--- src/ccp_pkg.sv ---
// Shared constants, field layouts and types for the codec clock and initialisation block.
package ccp_pkg;

  localparam int ADDR_W = 16;
  localparam int DATA_W = 8;
  localparam int PIN_COUNT = 7;
  localparam int PIN_INDEX_W = 3;
  localparam int PERIOD_W = 10;
  localparam int INIT_CNT_W = 24;

  localparam logic [ADDR_W-1:0] ADDR_CLOCK_CONTROL = 16'h0000;
  localparam logic [ADDR_W-1:0] ADDR_SYNTH_DEN_HIGH = 16'h0001;
  localparam logic [ADDR_W-1:0] ADDR_SYNTH_DEN_LOW = 16'h0002;
  localparam logic [ADDR_W-1:0] ADDR_SYNTH_NUM_HIGH = 16'h0003;
  localparam logic [ADDR_W-1:0] ADDR_SYNTH_NUM_LOW = 16'h0004;
  localparam logic [ADDR_W-1:0] ADDR_SYNTH_CONFIG = 16'h0005;
  localparam logic [ADDR_W-1:0] ADDR_SYNTH_LOCK_STATUS = 16'h0006;
  localparam logic [ADDR_W-1:0] ADDR_CLOCK_OUTPUT_CONTROL = 16'h0007;
  localparam logic [ADDR_W-1:0] ADDR_DSP_EXECUTE_CONTROL = 16'h0009;
  localparam logic [ADDR_W-1:0] ADDR_PIN_MODE_FIRST = 16'h0038;
  localparam logic [ADDR_W-1:0] ADDR_PIN_MODE_LAST = 16'h003e;

  localparam logic [DATA_W-1:0] CLOCK_CONTROL_RESET = 8'h00;
  localparam logic [DATA_W-1:0] CLOCK_CONTROL_MASK = 8'h8f;
  localparam logic [DATA_W-1:0] SYNTH_BYTE_RESET = 8'h00;
  localparam logic [DATA_W-1:0] SYNTH_CONFIG_MASK = 8'h7f;
  localparam logic [DATA_W-1:0] CLOCK_OUTPUT_RESET = 8'h01;
  localparam logic [DATA_W-1:0] CLOCK_OUTPUT_MASK = 8'h0f;
  localparam logic [DATA_W-1:0] DSP_EXECUTE_RESET = 8'h00;
  localparam logic [DATA_W-1:0] DSP_EXECUTE_MASK = 8'h01;
  localparam logic [DATA_W-1:0] PIN_MODE_RESET = 8'h00;
  localparam logic [DATA_W-1:0] PIN_MODE_MUTE_DACS = 8'h0b;

  localparam logic [2:0] DERIVED_CLOCK_OUTPUT_TIMES_TWO = 3'h0;
  localparam logic [2:0] DERIVED_CLOCK_OUTPUT_TIMES_ONE = 3'h1;
  localparam logic [2:0] DERIVED_CLOCK_OUTPUT_HALF = 3'h2;
  localparam logic [2:0] DERIVED_CLOCK_OUTPUT_QUARTER = 3'h3;
  localparam logic [2:0] DERIVED_CLOCK_OUTPUT_THIRD = 3'h4;

  localparam int CLK_PERIOD_NS = 5;
  localparam int INIT_TIME_MS = 12;
  localparam int INIT_TIME_NS = INIT_TIME_MS * 1000000;
  localparam int INIT_CYCLES_DEFAULT = (INIT_TIME_NS + CLK_PERIOD_NS - 1) / CLK_PERIOD_NS;
  localparam int LOCK_TICKS_DEFAULT = 32;

  typedef struct packed {
    logic pll_enable;
    logic [2:0] spare;
    logic clock_source_select;
    logic core_clock_divider;
    logic master_clock_divider;
    logic core_clock_enable;
  } ccp_clock_ctrl_type;

  typedef struct packed {
    logic spare;
    logic [3:0] integer_part;
    logic [1:0] input_divider;
    logic fractional_mode;
  } ccp_synth_cfg_type;

  typedef struct packed {
    logic [3:0] spare;
    logic pdm_mode;
    logic [2:0] factor;
  } ccp_derived_clock_output_ctrl_type;

  typedef enum logic [1:0] {SYNTH_OFF, SYNTH_ACQUIRE, SYNTH_LOCKED} ccp_synth_state_type;

endpackage

--- src/ccp_pin_mode_bank.sv ---
// Pin mode word store with registered read data and per-pin mute function flags.
`timescale 1ns/1ps
module ccp_pin_mode_bank
  import ccp_pkg::*;
#(
  parameter int DEPTH = ccp_pkg::PIN_COUNT,
  parameter int WIDTH = ccp_pkg::DATA_W
)
(
  // Clock and reset
  input wire logic clk_in,
  input wire logic resetn_in,
  input wire logic clear_in,
  // Write port
  input wire logic wr_en_in,
  input wire logic [ccp_pkg::PIN_INDEX_W-1:0] wr_index_in,
  input wire logic [WIDTH-1:0] wr_data_in,
  // Read port
  input wire logic [ccp_pkg::PIN_INDEX_W-1:0] rd_index_in,
  output logic [WIDTH-1:0] rd_data_out,
  // Decoded function
  output logic [DEPTH-1:0] mute_flags_out
);
  logic [WIDTH-1:0] mem_reg [DEPTH];
  logic [WIDTH-1:0] mem_next [DEPTH];
  logic [WIDTH-1:0] rd_next;
  logic [DEPTH-1:0] mute_next;

  always_comb
  begin
    rd_next = '0;
    for (int i = 0; i < DEPTH; i++)
    begin
      mem_next[i] = mem_reg[i];
      if (clear_in)
        mem_next[i] = PIN_MODE_RESET;
      else if (wr_en_in && wr_index_in == PIN_INDEX_W'(i))
        mem_next[i] = wr_data_in;
      mute_next[i] = (mem_reg[i] == PIN_MODE_MUTE_DACS);
      if (rd_index_in == PIN_INDEX_W'(i))
        rd_next = mem_reg[i];
    end
  end

  always_ff @(posedge clk_in or negedge resetn_in)
  begin
    if (!resetn_in)
    begin
      for (int i = 0; i < DEPTH; i++)
        mem_reg[i] <= PIN_MODE_RESET;
      rd_data_out <= '0;
      mute_flags_out <= '0;
    end
    else
    begin
      mem_reg <= mem_next;
      rd_data_out <= rd_next;
      mute_flags_out <= mute_next;
    end
  end

endmodule

--- src/ccp_clock_top.sv ---
// Clock generation, synthesiser lock, power-up release and control registers of the codec.
//
// Notes on behaviour
// - Divider fields stay fixed; source select may switch while the core runs.
// - Both divider fields at one pass the source clock undivided.
// - Both divider fields at zero divide the source clock by two.
// - After power-up the device holds internal reset for 12 ms.
// - Core clock enable resets off; while off the master clock stays gated.
// - Lock status is readable; host enables the core only after lock.
// - Synthesiser derives the clock from references between 8 and 27 MHz.
// - Reference is first divided by the input divider field plus one.
// - Integer mode: output equals divided reference times integer over two.
// - Fractional mode: output is divided reference times (R plus N/M) over two.
// - Derived clock output gives master clock times 2, 1, 1/2, 1/4 or 1/3.
// - PDM mode allows only the divided settings; times two needs the halved source.
// - Power-down pin low powers down all circuits; host mutes beforehand.
// - A multipurpose pin set to the mute function mutes both DACs.
`timescale 1ns/1ps
module ccp_clock_top
  import ccp_pkg::*;
#(
  parameter int INIT_CYCLES = ccp_pkg::INIT_CYCLES_DEFAULT,
  parameter int LOCK_TICKS = ccp_pkg::LOCK_TICKS_DEFAULT
)
(
  // Clock and reset
  input wire logic CLK_IN,
  input wire logic RESETN_IN,
  // Control port
  input wire logic REG_WRITE_IN,
  input wire logic REG_READ_IN,
  input wire logic [ccp_pkg::ADDR_W-1:0] REG_ADDR_IN,
  input wire logic [ccp_pkg::DATA_W-1:0] REG_WDATA_IN,
  output logic [ccp_pkg::DATA_W-1:0] REG_RDATA_OUT,
  output logic REG_RVALID_OUT,
  // Device pins
  input wire logic REFERENCE_CLOCK_INPUT_IN,
  input wire logic POWER_DOWN_PIN_N_IN,
  input wire logic [ccp_pkg::PIN_COUNT-1:0] MP_PIN_IN,
  // Clocks and status
  output logic MASTER_CLOCK_OUT,
  output logic CORE_CLOCK_OUT,
  output logic DERIVED_CLOCK_OUTPUT_OUT,
  output logic INTERNAL_READY_OUT,
  output logic SYNTH_LOCK_OUT,
  output logic DSP_RUN_OUT,
  output logic DAC_MUTE_OUT,
  output logic POWER_DOWN_OUT
);
  import ccp_pkg::*;

  logic [1:0] ref_sync_reg;
  logic [1:0] pd_sync_reg;
  logic [PIN_COUNT-1:0] mp_sync1_reg;
  logic [PIN_COUNT-1:0] mp_sync2_reg;
  logic ref_prev_reg;
  logic pd_active;
  logic ref_rise;
  logic ref_edge;

  always_ff @(posedge CLK_IN or negedge RESETN_IN)
  begin
    if (!RESETN_IN)
    begin
      ref_sync_reg <= '0;
      pd_sync_reg <= '0;
      mp_sync1_reg <= '1;
      mp_sync2_reg <= '1;
      ref_prev_reg <= 1'b0;
    end
    else
    begin
      ref_sync_reg <= {ref_sync_reg[0], REFERENCE_CLOCK_INPUT_IN};
      pd_sync_reg <= {pd_sync_reg[0], POWER_DOWN_PIN_N_IN};
      mp_sync1_reg <= MP_PIN_IN;
      mp_sync2_reg <= mp_sync1_reg;
      ref_prev_reg <= ref_sync_reg[1];
    end
  end

  assign pd_active = !pd_sync_reg[1];
  assign ref_rise = ref_sync_reg[1] && !ref_prev_reg;
  assign ref_edge = ref_sync_reg[1] ^ ref_prev_reg;

  // Internal reset release and power-down.
  logic [INIT_CNT_W-1:0] init_cnt_reg, init_cnt_next;
  logic ready_reg, ready_next;

  always_comb
  begin
    init_cnt_next = init_cnt_reg;
    ready_next = ready_reg;
    if (pd_active)
    begin
      init_cnt_next = '0;
      ready_next = 1'b0;
    end
    else if (!ready_reg)
    begin
      init_cnt_next = init_cnt_reg + 1'b1;
      if (init_cnt_reg == INIT_CNT_W'(INIT_CYCLES - 1))
        ready_next = 1'b1;
    end
  end

  always_ff @(posedge CLK_IN or negedge RESETN_IN)
  begin
    if (!RESETN_IN)
    begin
      init_cnt_reg <= '0;
      ready_reg <= 1'b0;
    end
    else
    begin
      init_cnt_reg <= init_cnt_next;
      ready_reg <= ready_next;
    end
  end

  // Control registers and read path.
  ccp_clock_ctrl_type ctrl_reg, ctrl_next;
  ccp_synth_cfg_type cfg_reg, cfg_next;
  ccp_derived_clock_output_ctrl_type cko_reg, cko_next;
  logic [15:0] den_reg, den_next;
  logic [15:0] num_reg, num_next;
  logic [DATA_W-1:0] exec_reg, exec_next;
  logic [DATA_W-1:0] rdata_next;
  logic [ADDR_W-1:0] rd_addr_reg;
  logic rd_pend_reg;
  logic locked;
  logic reg_wr;
  logic pin_wr;
  logic [DATA_W-1:0] pin_rdata;
  logic [PIN_COUNT-1:0] mute_flags;

  function automatic logic in_pin_window(input logic [ADDR_W-1:0] addr);
    return addr >= ADDR_PIN_MODE_FIRST && addr <= ADDR_PIN_MODE_LAST;
  endfunction

  function automatic logic [PIN_INDEX_W-1:0] pin_index(input logic [ADDR_W-1:0] addr);
    logic [ADDR_W-1:0] offset;
    offset = addr - ADDR_PIN_MODE_FIRST;
    return offset[PIN_INDEX_W-1:0];
  endfunction

  assign reg_wr = REG_WRITE_IN && ready_reg && !pd_active;
  assign pin_wr = reg_wr && in_pin_window(REG_ADDR_IN);

  ccp_pin_mode_bank #(.DEPTH(PIN_COUNT), .WIDTH(DATA_W)) u_pin_modes (
    .clk_in(CLK_IN),
    .resetn_in(RESETN_IN),
    .clear_in(pd_active),
    .wr_en_in(pin_wr),
    .wr_index_in(pin_index(REG_ADDR_IN)),
    .wr_data_in(REG_WDATA_IN),
    .rd_index_in(pin_index(REG_ADDR_IN)),
    .rd_data_out(pin_rdata),
    .mute_flags_out(mute_flags)
  );

  always_comb
  begin
    ctrl_next = ctrl_reg;
    cfg_next = cfg_reg;
    cko_next = cko_reg;
    den_next = den_reg;
    num_next = num_reg;
    exec_next = exec_reg;
    if (pd_active)
    begin
      ctrl_next = CLOCK_CONTROL_RESET;
      cfg_next = SYNTH_BYTE_RESET;
      cko_next = CLOCK_OUTPUT_RESET;
      den_next = {SYNTH_BYTE_RESET, SYNTH_BYTE_RESET};
      num_next = {SYNTH_BYTE_RESET, SYNTH_BYTE_RESET};
      exec_next = DSP_EXECUTE_RESET;
    end
    else if (reg_wr)
    begin
      unique case (REG_ADDR_IN)
        ADDR_CLOCK_CONTROL: ctrl_next = REG_WDATA_IN & CLOCK_CONTROL_MASK;
        ADDR_SYNTH_DEN_HIGH: den_next[15:8] = REG_WDATA_IN;
        ADDR_SYNTH_DEN_LOW: den_next[7:0] = REG_WDATA_IN;
        ADDR_SYNTH_NUM_HIGH: num_next[15:8] = REG_WDATA_IN;
        ADDR_SYNTH_NUM_LOW: num_next[7:0] = REG_WDATA_IN;
        ADDR_SYNTH_CONFIG: cfg_next = REG_WDATA_IN & SYNTH_CONFIG_MASK;
        ADDR_CLOCK_OUTPUT_CONTROL: cko_next = REG_WDATA_IN & CLOCK_OUTPUT_MASK;
        ADDR_DSP_EXECUTE_CONTROL: exec_next = REG_WDATA_IN & DSP_EXECUTE_MASK;
        default: ;
      endcase
    end
    rdata_next = '0;
    if (rd_pend_reg)
    begin
      unique case (rd_addr_reg)
        ADDR_CLOCK_CONTROL: rdata_next = ctrl_reg;
        ADDR_SYNTH_DEN_HIGH: rdata_next = den_reg[15:8];
        ADDR_SYNTH_DEN_LOW: rdata_next = den_reg[7:0];
        ADDR_SYNTH_NUM_HIGH: rdata_next = num_reg[15:8];
        ADDR_SYNTH_NUM_LOW: rdata_next = num_reg[7:0];
        ADDR_SYNTH_CONFIG: rdata_next = cfg_reg;
        ADDR_SYNTH_LOCK_STATUS: rdata_next = {7'h00, locked};
        ADDR_CLOCK_OUTPUT_CONTROL: rdata_next = cko_reg;
        ADDR_DSP_EXECUTE_CONTROL: rdata_next = exec_reg;
        default: rdata_next = in_pin_window(rd_addr_reg) ? pin_rdata : '0;
      endcase
    end
  end

  always_ff @(posedge CLK_IN or negedge RESETN_IN)
  begin
    if (!RESETN_IN)
    begin
      ctrl_reg <= CLOCK_CONTROL_RESET;
      cfg_reg <= SYNTH_BYTE_RESET;
      cko_reg <= CLOCK_OUTPUT_RESET;
      den_reg <= '0;
      num_reg <= '0;
      exec_reg <= DSP_EXECUTE_RESET;
      rd_pend_reg <= 1'b0;
      rd_addr_reg <= '0;
      REG_RDATA_OUT <= '0;
      REG_RVALID_OUT <= 1'b0;
    end
    else
    begin
      ctrl_reg <= ctrl_next;
      cfg_reg <= cfg_next;
      cko_reg <= cko_next;
      den_reg <= den_next;
      num_reg <= num_next;
      exec_reg <= exec_next;
      rd_pend_reg <= REG_READ_IN && ready_reg && !pd_active;
      rd_addr_reg <= REG_ADDR_IN;
      REG_RDATA_OUT <= rdata_next;
      REG_RVALID_OUT <= rd_pend_reg;
    end
  end

  // Frequency synthesiser: prescaler, period lock and phase accumulator.
  ccp_synth_state_type st_reg, st_next;
  logic [1:0] pre_cnt_reg, pre_cnt_next;
  logic [PERIOD_W-1:0] per_cnt_reg, per_cnt_next;
  logic [PERIOD_W-1:0] period_reg, period_next;
  logic [PERIOD_W-1:0] period_new;
  logic [7:0] match_reg, match_next;
  logic [27:0] acc_reg, acc_next;
  logic [27:0] acc_sum;
  logic [27:0] inc;
  logic [27:0] modulus;
  logic [15:0] den_safe;
  logic div_tick;
  logic timeout;
  logic synth_tick;

  function automatic logic within_one(input logic [PERIOD_W-1:0] a,
                                      input logic [PERIOD_W-1:0] b);
    return (a >= b) ? (a - b) <= 1 : (b - a) <= 1;
  endfunction

  assign locked = (st_reg == SYNTH_LOCKED);
  assign div_tick = ref_rise && pre_cnt_reg == cfg_reg.input_divider;
  assign timeout = (per_cnt_reg == '1);
  assign period_new = per_cnt_reg + 1'b1;
  assign den_safe = (den_reg == '0) ? 16'h0001 : den_reg;
  // Half-period rate is divided reference times (R + N/M); integer mode drops N and M.
  assign inc = cfg_reg.fractional_mode ? 28'(cfg_reg.integer_part * den_safe) + 28'(num_reg)
                                       : 28'(cfg_reg.integer_part);
  assign modulus = cfg_reg.fractional_mode ? 28'(period_reg * den_safe) : 28'(period_reg);
  assign acc_sum = acc_reg + inc;

  always_comb
  begin
    st_next = st_reg;
    pre_cnt_next = pre_cnt_reg;
    per_cnt_next = timeout ? per_cnt_reg : per_cnt_reg + 1'b1;
    period_next = period_reg;
    match_next = match_reg;
    acc_next = acc_reg;
    synth_tick = 1'b0;
    if (ref_rise)
      pre_cnt_next = div_tick ? 2'b00 : pre_cnt_reg + 1'b1;
    if (div_tick)
    begin
      per_cnt_next = '0;
      period_next = period_new;
    end
    unique case (st_reg)
      SYNTH_OFF:
        if (ctrl_reg.pll_enable)
          st_next = SYNTH_ACQUIRE;
      SYNTH_ACQUIRE:
        if (div_tick)
        begin
          if (period_reg != '0 && within_one(period_new, period_reg))
          begin
            match_next = match_reg + 1'b1;
            if (match_reg == 8'(LOCK_TICKS - 1))
              st_next = SYNTH_LOCKED;
          end
          else
            match_next = '0;
        end
      SYNTH_LOCKED:
        if (timeout || (div_tick && !within_one(period_new, period_reg)))
        begin
          st_next = SYNTH_ACQUIRE;
          match_next = '0;
        end
    endcase
    // The phase step runs only on a trusted period, so a partial first period cannot flood it.
    if (locked && period_reg != '0)
    begin
      if (acc_sum >= modulus)
      begin
        acc_next = acc_sum - modulus;
        synth_tick = 1'b1;
      end
      else
        acc_next = acc_sum;
    end
    else
      acc_next = '0;
    if (timeout)
      period_next = '0;
    if (!ctrl_reg.pll_enable)
    begin
      st_next = SYNTH_OFF;
      pre_cnt_next = '0;
      per_cnt_next = '0;
      period_next = '0;
      match_next = '0;
      acc_next = '0;
    end
  end

  always_ff @(posedge CLK_IN or negedge RESETN_IN)
  begin
    if (!RESETN_IN)
    begin
      st_reg <= SYNTH_OFF;
      pre_cnt_reg <= '0;
      per_cnt_reg <= '0;
      period_reg <= '0;
      match_reg <= '0;
      acc_reg <= '0;
    end
    else
    begin
      st_reg <= st_next;
      pre_cnt_reg <= pre_cnt_next;
      per_cnt_reg <= per_cnt_next;
      period_reg <= period_next;
      match_reg <= match_next;
      acc_reg <= acc_next;
    end
  end

  // Clock tree: source select, master and core dividers, derived clock output.
  logic run;
  logic src_edge;
  logic master_edge;
  logic core_edge;
  logic cko_step;
  logic cko_allowed;
  logic mhalf_reg, mhalf_next;
  logic chalf_reg, chalf_next;
  logic master_clk_next, core_clk_next, cko_clk_next;
  logic [2:0] cko_cnt_reg, cko_cnt_next;

  function automatic logic [2:0] cko_toggle_count(input logic [2:0] factor);
    unique case (factor)
      DERIVED_CLOCK_OUTPUT_HALF: return 3'h2;
      DERIVED_CLOCK_OUTPUT_QUARTER: return 3'h4;
      DERIVED_CLOCK_OUTPUT_THIRD: return 3'h3;
      default: return 3'h1;
    endcase
  endfunction

  assign run = ready_reg && ctrl_reg.core_clock_enable;
  // Switching the source only changes which edge stream feeds the dividers.
  assign src_edge = run && (ctrl_reg.clock_source_select ? synth_tick && locked
                                                         : ref_edge);
  assign master_edge = src_edge && (ctrl_reg.master_clock_divider || mhalf_reg);
  // The core divider works on the source edges, so both fields at zero give equal clocks.
  assign core_edge = src_edge && (ctrl_reg.core_clock_divider || chalf_reg);
  assign cko_allowed = run && cko_reg.factor <= DERIVED_CLOCK_OUTPUT_THIRD
    && !(cko_reg.pdm_mode && cko_reg.factor <= DERIVED_CLOCK_OUTPUT_TIMES_ONE)
    && !(cko_reg.factor == DERIVED_CLOCK_OUTPUT_TIMES_TWO && ctrl_reg.master_clock_divider);
  assign cko_step = (cko_reg.factor == DERIVED_CLOCK_OUTPUT_TIMES_TWO) ? src_edge : master_edge;

  always_comb
  begin
    mhalf_next = src_edge ? !mhalf_reg : mhalf_reg;
    chalf_next = src_edge ? !chalf_reg : chalf_reg;
    master_clk_next = master_edge ? !MASTER_CLOCK_OUT : MASTER_CLOCK_OUT;
    core_clk_next = core_edge ? !CORE_CLOCK_OUT : CORE_CLOCK_OUT;
    cko_clk_next = DERIVED_CLOCK_OUTPUT_OUT;
    cko_cnt_next = cko_cnt_reg;
    if (cko_step)
    begin
      if (cko_cnt_reg == cko_toggle_count(cko_reg.factor) - 3'h1)
      begin
        cko_cnt_next = '0;
        cko_clk_next = !DERIVED_CLOCK_OUTPUT_OUT;
      end
      else
        cko_cnt_next = cko_cnt_reg + 3'h1;
    end
    if (!cko_allowed)
    begin
      cko_clk_next = 1'b0;
      cko_cnt_next = '0;
    end
    if (!run)
    begin
      mhalf_next = 1'b0;
      chalf_next = 1'b0;
      master_clk_next = 1'b0;
      core_clk_next = 1'b0;
    end
  end

  always_ff @(posedge CLK_IN or negedge RESETN_IN)
  begin
    if (!RESETN_IN)
    begin
      mhalf_reg <= 1'b0;
      chalf_reg <= 1'b0;
      cko_cnt_reg <= '0;
      MASTER_CLOCK_OUT <= 1'b0;
      CORE_CLOCK_OUT <= 1'b0;
      DERIVED_CLOCK_OUTPUT_OUT <= 1'b0;
      INTERNAL_READY_OUT <= 1'b0;
      SYNTH_LOCK_OUT <= 1'b0;
      DSP_RUN_OUT <= 1'b0;
      DAC_MUTE_OUT <= 1'b0;
      POWER_DOWN_OUT <= 1'b1;
    end
    else
    begin
      mhalf_reg <= mhalf_next;
      chalf_reg <= chalf_next;
      cko_cnt_reg <= cko_cnt_next;
      MASTER_CLOCK_OUT <= master_clk_next;
      CORE_CLOCK_OUT <= core_clk_next;
      DERIVED_CLOCK_OUTPUT_OUT <= cko_clk_next;
      INTERNAL_READY_OUT <= ready_reg;
      SYNTH_LOCK_OUT <= locked;
      DSP_RUN_OUT <= exec_reg[0] && run;
      DAC_MUTE_OUT <= |(mute_flags & ~mp_sync2_reg);
      POWER_DOWN_OUT <= pd_active;
    end
  end

  init_release_a: assert property (@(posedge CLK_IN) disable iff (!RESETN_IN)
    $rose(ready_reg) |-> $past(init_cnt_reg) == INIT_CNT_W'(INIT_CYCLES - 1))
    else $error("internal reset released early");
  master_gate_a: assert property (@(posedge CLK_IN) disable iff (!RESETN_IN)
    !ctrl_reg.core_clock_enable |=> !MASTER_CLOCK_OUT && !CORE_CLOCK_OUT)
    else $error("master clock runs while gated");
  div_pass_a: assert property (@(posedge CLK_IN) disable iff (!RESETN_IN)
    src_edge && ctrl_reg.master_clock_divider |=> MASTER_CLOCK_OUT != $past(MASTER_CLOCK_OUT))
    else $error("undivided master clock missed an edge");
  div_half_a: assert property (@(posedge CLK_IN) disable iff (!RESETN_IN)
    src_edge && !ctrl_reg.master_clock_divider && !mhalf_reg && ctrl_reg.core_clock_enable
    |=> $stable(MASTER_CLOCK_OUT) && mhalf_reg)
    else $error("halved master clock toggled on skipped edge");
  lock_clear_a: assert property (@(posedge CLK_IN) disable iff (!RESETN_IN)
    !ctrl_reg.pll_enable |=> !locked ##1 !SYNTH_LOCK_OUT)
    else $error("lock reported with synthesiser off");
  prescale_a: assert property (@(posedge CLK_IN) disable iff (!RESETN_IN)
    ctrl_reg.pll_enable && ref_rise && pre_cnt_reg != cfg_reg.input_divider
    |=> pre_cnt_reg == $past(pre_cnt_reg) + 2'b01)
    else $error("input divider skipped a count");
  synth_rate_a: assert property (@(posedge CLK_IN) disable iff (!RESETN_IN)
    synth_tick |-> acc_sum >= modulus && acc_next < modulus)
    else $error("synthesiser phase step wrong");
  pdm_block_a: assert property (@(posedge CLK_IN) disable iff (!RESETN_IN)
    cko_reg.pdm_mode && cko_reg.factor <= DERIVED_CLOCK_OUTPUT_TIMES_ONE |=> !DERIVED_CLOCK_OUTPUT_OUT)
    else $error("derived clock runs in PDM mode at a fast setting");
  mute_pin_a: assert property (@(posedge CLK_IN) disable iff (!RESETN_IN)
    |(mute_flags & ~mp_sync2_reg) |=> DAC_MUTE_OUT)
    else $error("mute pin did not mute the DACs");
  power_down_a: assert property (@(posedge CLK_IN) disable iff (!RESETN_IN)
    pd_active |=> !ready_reg && ctrl_reg == CLOCK_CONTROL_RESET && POWER_DOWN_OUT)
    else $error("power-down did not reset the block");

endmodule

--- config.mk ---
export PLATFORM = sky130hd
export DESIGN_NAME = ccp_clock_top
export DESIGN_NICKNAME = d
export VERILOG_FILES = /design/src/ccp_pkg.sv /design/src/ccp_pin_mode_bank.sv /design/src/ccp_clock_top.sv
export SDC_FILE = /design/constraint.sdc
export NUM_CORES = 1
export LEC_CHECK = 0
export BUFFER_PORTS_ARGS = -buffer_cell sky130_fd_sc_hd__buf_2
export CORE_ASPECT_RATIO = 0.75
export CORE_MARGIN = 4
export CORE_UTILIZATION = 40
export DETAILED_ROUTE_END_ITERATION = 16
export PLACE_DENSITY_LB_ADDON = 0.25
export SLEW_MARGIN = 10
export SYNTH_ARGS = -nofsm -noshare
export SYNTH_HDL_FRONTEND = slang
export SYNTH_SLANG_ARGS = --single-unit
--- constraint.sdc ---
create_clock -name CLK_IN -period 12.32 [get_ports CLK_IN]
set_input_delay 0.616 -clock CLK_IN [delete_from_list [all_inputs] [get_ports CLK_IN]]
set_output_delay 0.616 -clock CLK_IN [all_outputs]
set_load 0.01 [all_outputs]
==> results of run 1 <==
[cell usage after synthesis (all sizes together), types with 11 or more instances]
| master | count | area share |
|---|---|---|
| ha | 164 | 0.090 |
| and2 | 132 | 0.036 |
| xor2 | 35 | 0.013 |
| o21a | 15 | 0.0049 |
| a211oi | 17 | 0.0058 |
| dfstp | 16 | 0.018 |
| a31oi | 16 | 0.0044 |
| nand4 | 18 | 0.0049 |
| dfrtp | 247 | 0.27 |
| clkbuf | 89 | 0.015 |
| xnor2 | 76 | 0.029 |
| or3 | 16 | 0.0044 |
| nand2 | 226 | 0.037 |
| nor2 | 253 | 0.042 |
| mux2i | 140 | 0.062 |
| o21ai | 88 | 0.020 |
| inv | 266 | 0.044 |
| nand3 | 56 | 0.013 |
| a21o | 29 | 0.0095 |
| nand2b | 26 | 0.0071 |
| nor4 | 17 | 0.0049 |
| fa | 157 | 0.14 |
| nor2b | 21 | 0.0057 |
| buf | 17 | 0.0047 |
| nand4b | 11 | 0.0042 |
| a21oi | 133 | 0.029 |
| nor3 | 38 | 0.0097 |
| and3 | 24 | 0.0066 |
| a22oi | 21 | 0.0069 |
[routing by layer]
metal  up-vias  GRT usage  share of wire
li1       8461          -              -
met1      9131      0.328           0.50
met2       597      0.297           0.41
met5         -          0              0
met3        56     0.0406          0.073
met4         0     0.0318          0.013
[report_power, final]
part           total [mW]  leakage [nW]  switching [mW]  internal [mW]
Clock               0.952         0.511           0.387          0.565
Sequential          0.879          3.56         0.00476          0.874
Combinational      0.0626          7.96          0.0498         0.0128
Total                1.89          12.0           0.442           1.45
[layout make-up]
type,count,share of cell area
sequential,263,0.266
clock inverter,15,0.00731
multi-input combinational,1878,0.600
clock buffer,43,0.0355
inverter,266,0.0403
timing repair buffer,62,0.0143
tap,731,0.0369
[path summary, 6_finish.rpt]
| path | depth (start not counted) | end | slack, ps | start |
|---|---|---|---|---|
| worst max-delay path | 39 | acc_reg[27] | 1990 | den_reg[1] |
| worst min-delay path | 1 | REG_RDATA_OUT[7] | 20 | RESETN_IN |
| worst max register to register | 39 | acc_reg[27] | 1990 | den_reg[1] |
| worst min register to register | 0 | pd_sync_reg[1] | 350 | pd_sync_reg[0] |
| max in group asynchronous | 2 | acc_reg[24] | 10880 | RESETN_IN |
| min in group CLK_IN | 1 | mp_sync1_reg[5] | 140 | MP_PIN_IN[5] |
[stage by stage]
stage | power (mW) | setup slack [ps] | util
6_report | 1.89 | 1990 | 0.441
5_1_grt | 1.96 | 1260 | 0.441
4_1_cts | 1.92 | 2120 | 0.441
3_5_place_dp | 0.958 | 2170 | 0.422
3_3_place_gp | 0.957 | 2330 | 0.422
2_1_floorplan | 0.918 | 3770 | -
[cell families after synthesis]
group,count (synthesis),synth area share
AO/OA/AOI/OAI,408,0.118
XOR/XNOR,111,0.0424
adder cells (fa/ha/maj),321,0.227
buffers and inverters,372,0.0629
flip-flops,263,0.288
multiplexers,152,0.0710
AND/OR/NAND/NOR,886,0.191
[cell usage in the layout (no fill, tap or decap), types with 18 or more instances in the layout]
master and count:
inv_1 265, nor2_1 251, dfrtp_1 246, nand2_1 226, ha_1 164, fa_1 157
mux2i_1 139, and2_1 132, a21oi_1 132, xnor2_1 76, o21ai_0 73, nand3_1 54
buf_2 52, xor2_1 35, nor3_1 34, clkbuf_16 31, a21o_1 29, nand2b_1 26
and3_1 24, nor2b_1 21, a22oi_1 21, nand4_1 18
[worst max-delay path, delay by kind of cell, from the launching register on]
| kind | cells | cell delay (ps) |
|---|---|---|
| fa+ha+maj | 6 | 2570 |
| xor+xnor | 1 | 250 |
| compound gates | 14 | 3010 |
| buf+inv | 2 | 260 |
| simple gates | 15 | 3150 |
| mux | 1 | 310 |
| flops | 1 | 600 |
==> impl_metrics.csv, run 1 <==
group,metric,value,unit
logic_synthesis,syn_area,0.0229,sq mm
drt,vias_per_cell,5.60,
logic_synthesis,ys_warn_count,0,
global_routing,grt_max_degree,172,
logic_synthesis,synth_cells,2513,
clock_network,cts_max_level,1,
sta,rsz0062_at_grt,"false",
logic_synthesis,synth_nets,2871,
job,maxCapViolCount,0,
status,outcome,"complete, no violations",
worst_setup_path,cp_slowest_cell,"dfrtp_1",
power_and_ir_drop,leakage,12.0,nW
die,die_w,284,um
logic_synthesis,ys_ff_latch,263,
die,start_util,0.407,
layout,final_layout_size_suffix_gt1_frac,0.0689,
clock_network,cts-root-buf,"clkbuf_16",
clock_network,post-cts-setup-buffers,0,
clock_network,cts_made_buffers,31,
clock_network,hold_buffers,0,
die,die_area,0.0612,sq mm
worst_setup_path,start_kind,"flip-flop",
worst_setup_path,arrival,10740,ps
logic_synthesis,synth_edf_count,0,
layout,diodes,0,
clock_network,path_clk_slew,60,ps
drt,drc_errors,0,
sta,setup_viol,0,
place,numPortBuffers,53,
global_routing,grt_pass1_wl,102,mm
sta,max_freq,96.8,MHz
die,io_pins,54,
sta,worst_slew_pin_slew,1080,ps
clock_network,clk_latency,580,ps
clock_network,cts_tree,"yes",
die,core,0.0563,sq mm
min_path,worstHoldPathType,"input port to asynchronous set/reset pin",
logic_synthesis,ys_seq_area_frac,0.288,
worst_setup_path,cpPeakStageDelay,600,ps
layout,ff_latch_area,0.00660,sq mm
die,rows,75,
global_routing,first_global_vias,17979,
clock_network,cts_resized,0,
logic_synthesis,synth_cell_types,90,
place,postPlaceCellArea,0.0238,sq mm
logic_synthesis,avgSynthCellArea,9.12,sq um
power_and_ir_drop,power.density,76.3,mW/mm^2
drt,avgRoutedWirePerCell,19.9,um
sta,slew_violations,0,
layout,synthToLayoutAreaGrowth,8.25,%
layout,nFillCells,5459,
sta,setup_tns,0,ps
sta,maxSlewHeadroom,0.275,
worst_setup_path,crit_type,"flip-flop to flip-flop",
place,dp_hpwl,48.9,mm
die,fp.dieH,215,um
layout,nNetsFinal,2860,
layout,multi_input_area,0.0149,sq mm
worst_setup_path,required,12730,ps
worst_setup_path,crit_path_end_kind,"flip-flop",
sta,period_share,0.838,
place,place_congestion,0.947,
sta,clock_skew,12.2,ps
global_routing,grt_use_total,0.208,
layout,largest_reg_flops,56,
drt,drtIter0Drc,1857,
logic_synthesis,synth-async-reset-ratio,1.00,
clock_network,clock-sinks,263,
drt,wirelength,64.9,mm
place,place_inst,3200,
sta,min_period,10330,ps
drt,ant_nets,0,
layout,finalInstanceArea,0.0248,sq mm
global_routing,antenna_found_initial,2,
logic_synthesis,synth_ff_type,"dfrtp_1",
drt,via_count,18245,
sta,final-hold-violation-count,0,
global_routing,grt_overflow,0,
worst_setup_path,cp_max_fo,17,
layout,finalNonFillerCells,3258,
sta,whs,20.6,ps
clock_network,clk_path_buf_depth,3,
drt,drtPass1Iterations,6,
power_and_ir_drop,irDropWorstVdd,0.108,mV
(Power assumes the default switching activity.)
==> inputs of run 2 (changes only) <==
==> constraint.sdc (replaced) <==
create_clock -name CLK_IN -period 8.9 [get_ports CLK_IN]
set_input_delay 0.445 -clock CLK_IN [delete_from_list [all_inputs] [get_ports CLK_IN]]
set_output_delay 0.445 -clock CLK_IN [all_outputs]
set_load 0.01 [all_outputs]
==> run 2 against run 1 <==
Against the previous run: non-clock buffer count is 103 higher; die area did not move; fmax grew 21%; cell count grew 2.9%.
==> impl_metrics.csv, run 2 (synthesized netlist as in run 1, its figures left out) <==
group,metric,value,unit
layout,synthToLayoutAreaGrowth,13.3,%
sta,final-hold-violation-count,0,
drt,via_count,18378,
worst_setup_path,crit_type,"flip-flop to flip-flop",
die,start_util,0.407,
layout,largest_reg_flops,56,
power_and_ir_drop,power.density,95.6,mW/mm^2
worst_setup_path,cp_max_fo,8,
worst_setup_path,arrival,9030,ps
worst_setup_path,start_kind,"flip-flop",
sta,clock_skew,9.56,ps
place,place_inst,3280,
global_routing,first_global_vias,18381,
min_path,worstHoldPathType,"input port to flip-flop",
sta,setup_tns,0,ps
worst_setup_path,crit_path_end_kind,"flip-flop",
sta,worst_slew_pin_slew,1260,ps
clock_network,cts_max_level,1,
global_routing,antenna_found_initial,1,
layout,finalInstanceArea,0.0260,sq mm
global_routing,grt_pass1_wl,102,mm
layout,final_common_cell,"inv_1",
worst_setup_path,crit_top_cell,"buf_4",
sta,max_freq,117,MHz
job,maxCapViolCount,0,
layout,final_core_util,0.461,
power_and_ir_drop,p_total,2.48,mW
drt,drc_errors,0,
global_routing,grt_overflow,0,
power_and_ir_drop,leakage,12.6,nW
clock_network,clk_path_buf_depth,3,
sta,period_share,0.963,
die,die_w,284,um
clock_network,cts_tree,"yes",
place,numPortBuffers,53,
clock_network,clock-sinks,263,
drt,avgRoutedWirePerCell,19.1,um
status,outcome,"complete, no violations",
drt,wirelength,64.2,mm
layout,diodes,0,
worst_setup_path,cpPeakStageDelay,500,ps
global_routing,grt_max_degree,159,
clock_network,cts_made_buffers,29,
drt,vias_per_cell,5.48,
drt,ant_nets,0,
sta,slew_violations,0,
layout,nNetsFinal,2961,
power_and_ir_drop,irDropWorstVdd,0.135,mV
die,die_area,0.0612,sq mm
place,place_congestion,0.886,
clock_network,cts-root-buf,"clkbuf_16",
sta,min_period,8570,ps
global_routing,grt_use_total,0.205,
drt,drtIter0Drc,1511,
die,rows,75,
die,core,0.0563,sq mm
sta,setup_viol,0,
drt,drtPass1Iterations,5,
die,io_pins,54,
layout,layout.cells.most_common_list,"265 x inv_1, 248 x nor2_1, 246 x dfrtp_1",
die,fp.dieH,215,um
place,dp_hpwl,47.4,mm
worst_setup_path,cp_slowest_cell,"fa_1",
place,postPlaceCellArea,0.0244,sq mm
sta,maxSlewHeadroom,0.155,
layout,finalNonFillerCells,3352,
layout,final_layout_size_suffix_gt1_frac,0.124,
worst_setup_path,required,9370,ps
clock_network,path_clk_slew,60,ps
clock_network,clk_latency,540,ps
[run 2: where the power goes]
| group | internal (mW) | total, mW | switching [mW] |
|---|---|---|---|
| clock network | 0.693 | 1.18 | 0.484 |
| registers | 1.21 | 1.22 | 0.00666 |
| logic | 0.0207 | 0.0896 | 0.0689 |
| total | 1.92 | 2.48 | 0.560 |
[run 2: what timing repair did]
action                                  4_1_cts  5_1_grt
hold buffers                                  9        1
endpoints found under the setup margin       36       36
pin swaps                                     8       53
cloned                                        0        1
resized for setup                            16       75
setup buffers                                 2       11
hold endpoints to repair                     83        1
[run 2: worst max-delay path: cells and delay by family, from the launching register on]
kind / cells / cell delay (ps)
and+or+nand+nor: 11 / 2000
DFF: 1 / 410
buffers and inverters: 6 / 790
AOI/OAI and AO/OA: 11 / 2010
xor gates and xnor gates: 1 / 230
adders and majority gates: 6 / 2310
muxes: 3 / 750
[run 2: final cells by class]
type / instances / area (sq um)
fillers: 5373 / 30300
multi-input cells: 1878 / 15400
flip-flops and latches: 263 / 6600
repair buffers: 165 / 1180
inverters: 266 / 1000
well taps: 731 / 915
clock buffers: 40 / 817
clock inverters: 9 / 100
[run 2: layer usage]
layer | global-route usage | share of wire | vias up | wire length (um)
met3 | 0.0425 | 0.082 | 68 | 5270
met5 | 0 | 0.00020 | - | 13
met1 | 0.323 | 0.49 | 9083 | 31200
met2 | 0.293 | 0.42 | 593 | 26700
met4 | 0.0343 | 0.016 | 2 | 1030
li1 | - | - | 8632 | -
[run 2: final timing paths]
path / from / end / slack [ps] / cells past startpoint
hold reg to reg: pd_sync_reg[0] / pd_sync_reg[1] / 350 / 0
setup / recovery: den_reg[11] / cko_cnt_reg[1] / 330 / 38
setup reg to reg: den_reg[11] / cko_cnt_reg[1] / 330 / 38
min in group asynchronous: RESETN_IN / REG_RDATA_OUT[7] / 550 / 2
hold / removal: REG_ADDR_IN[11] / rd_addr_reg[11] / 30 / 1
max in group asynchronous: RESETN_IN / per_cnt_reg[0] / 7040 / 3
[run 2: per-stage QoR]
step | worst slack (ps) | hold WS, ps
floorplan | 348 | 149
global placement | -183 | 335
detailed placement | -270 | 337
CTS | 8.01 | 2.11
global route | -123 | 2.61
finish | 333 | 25.7
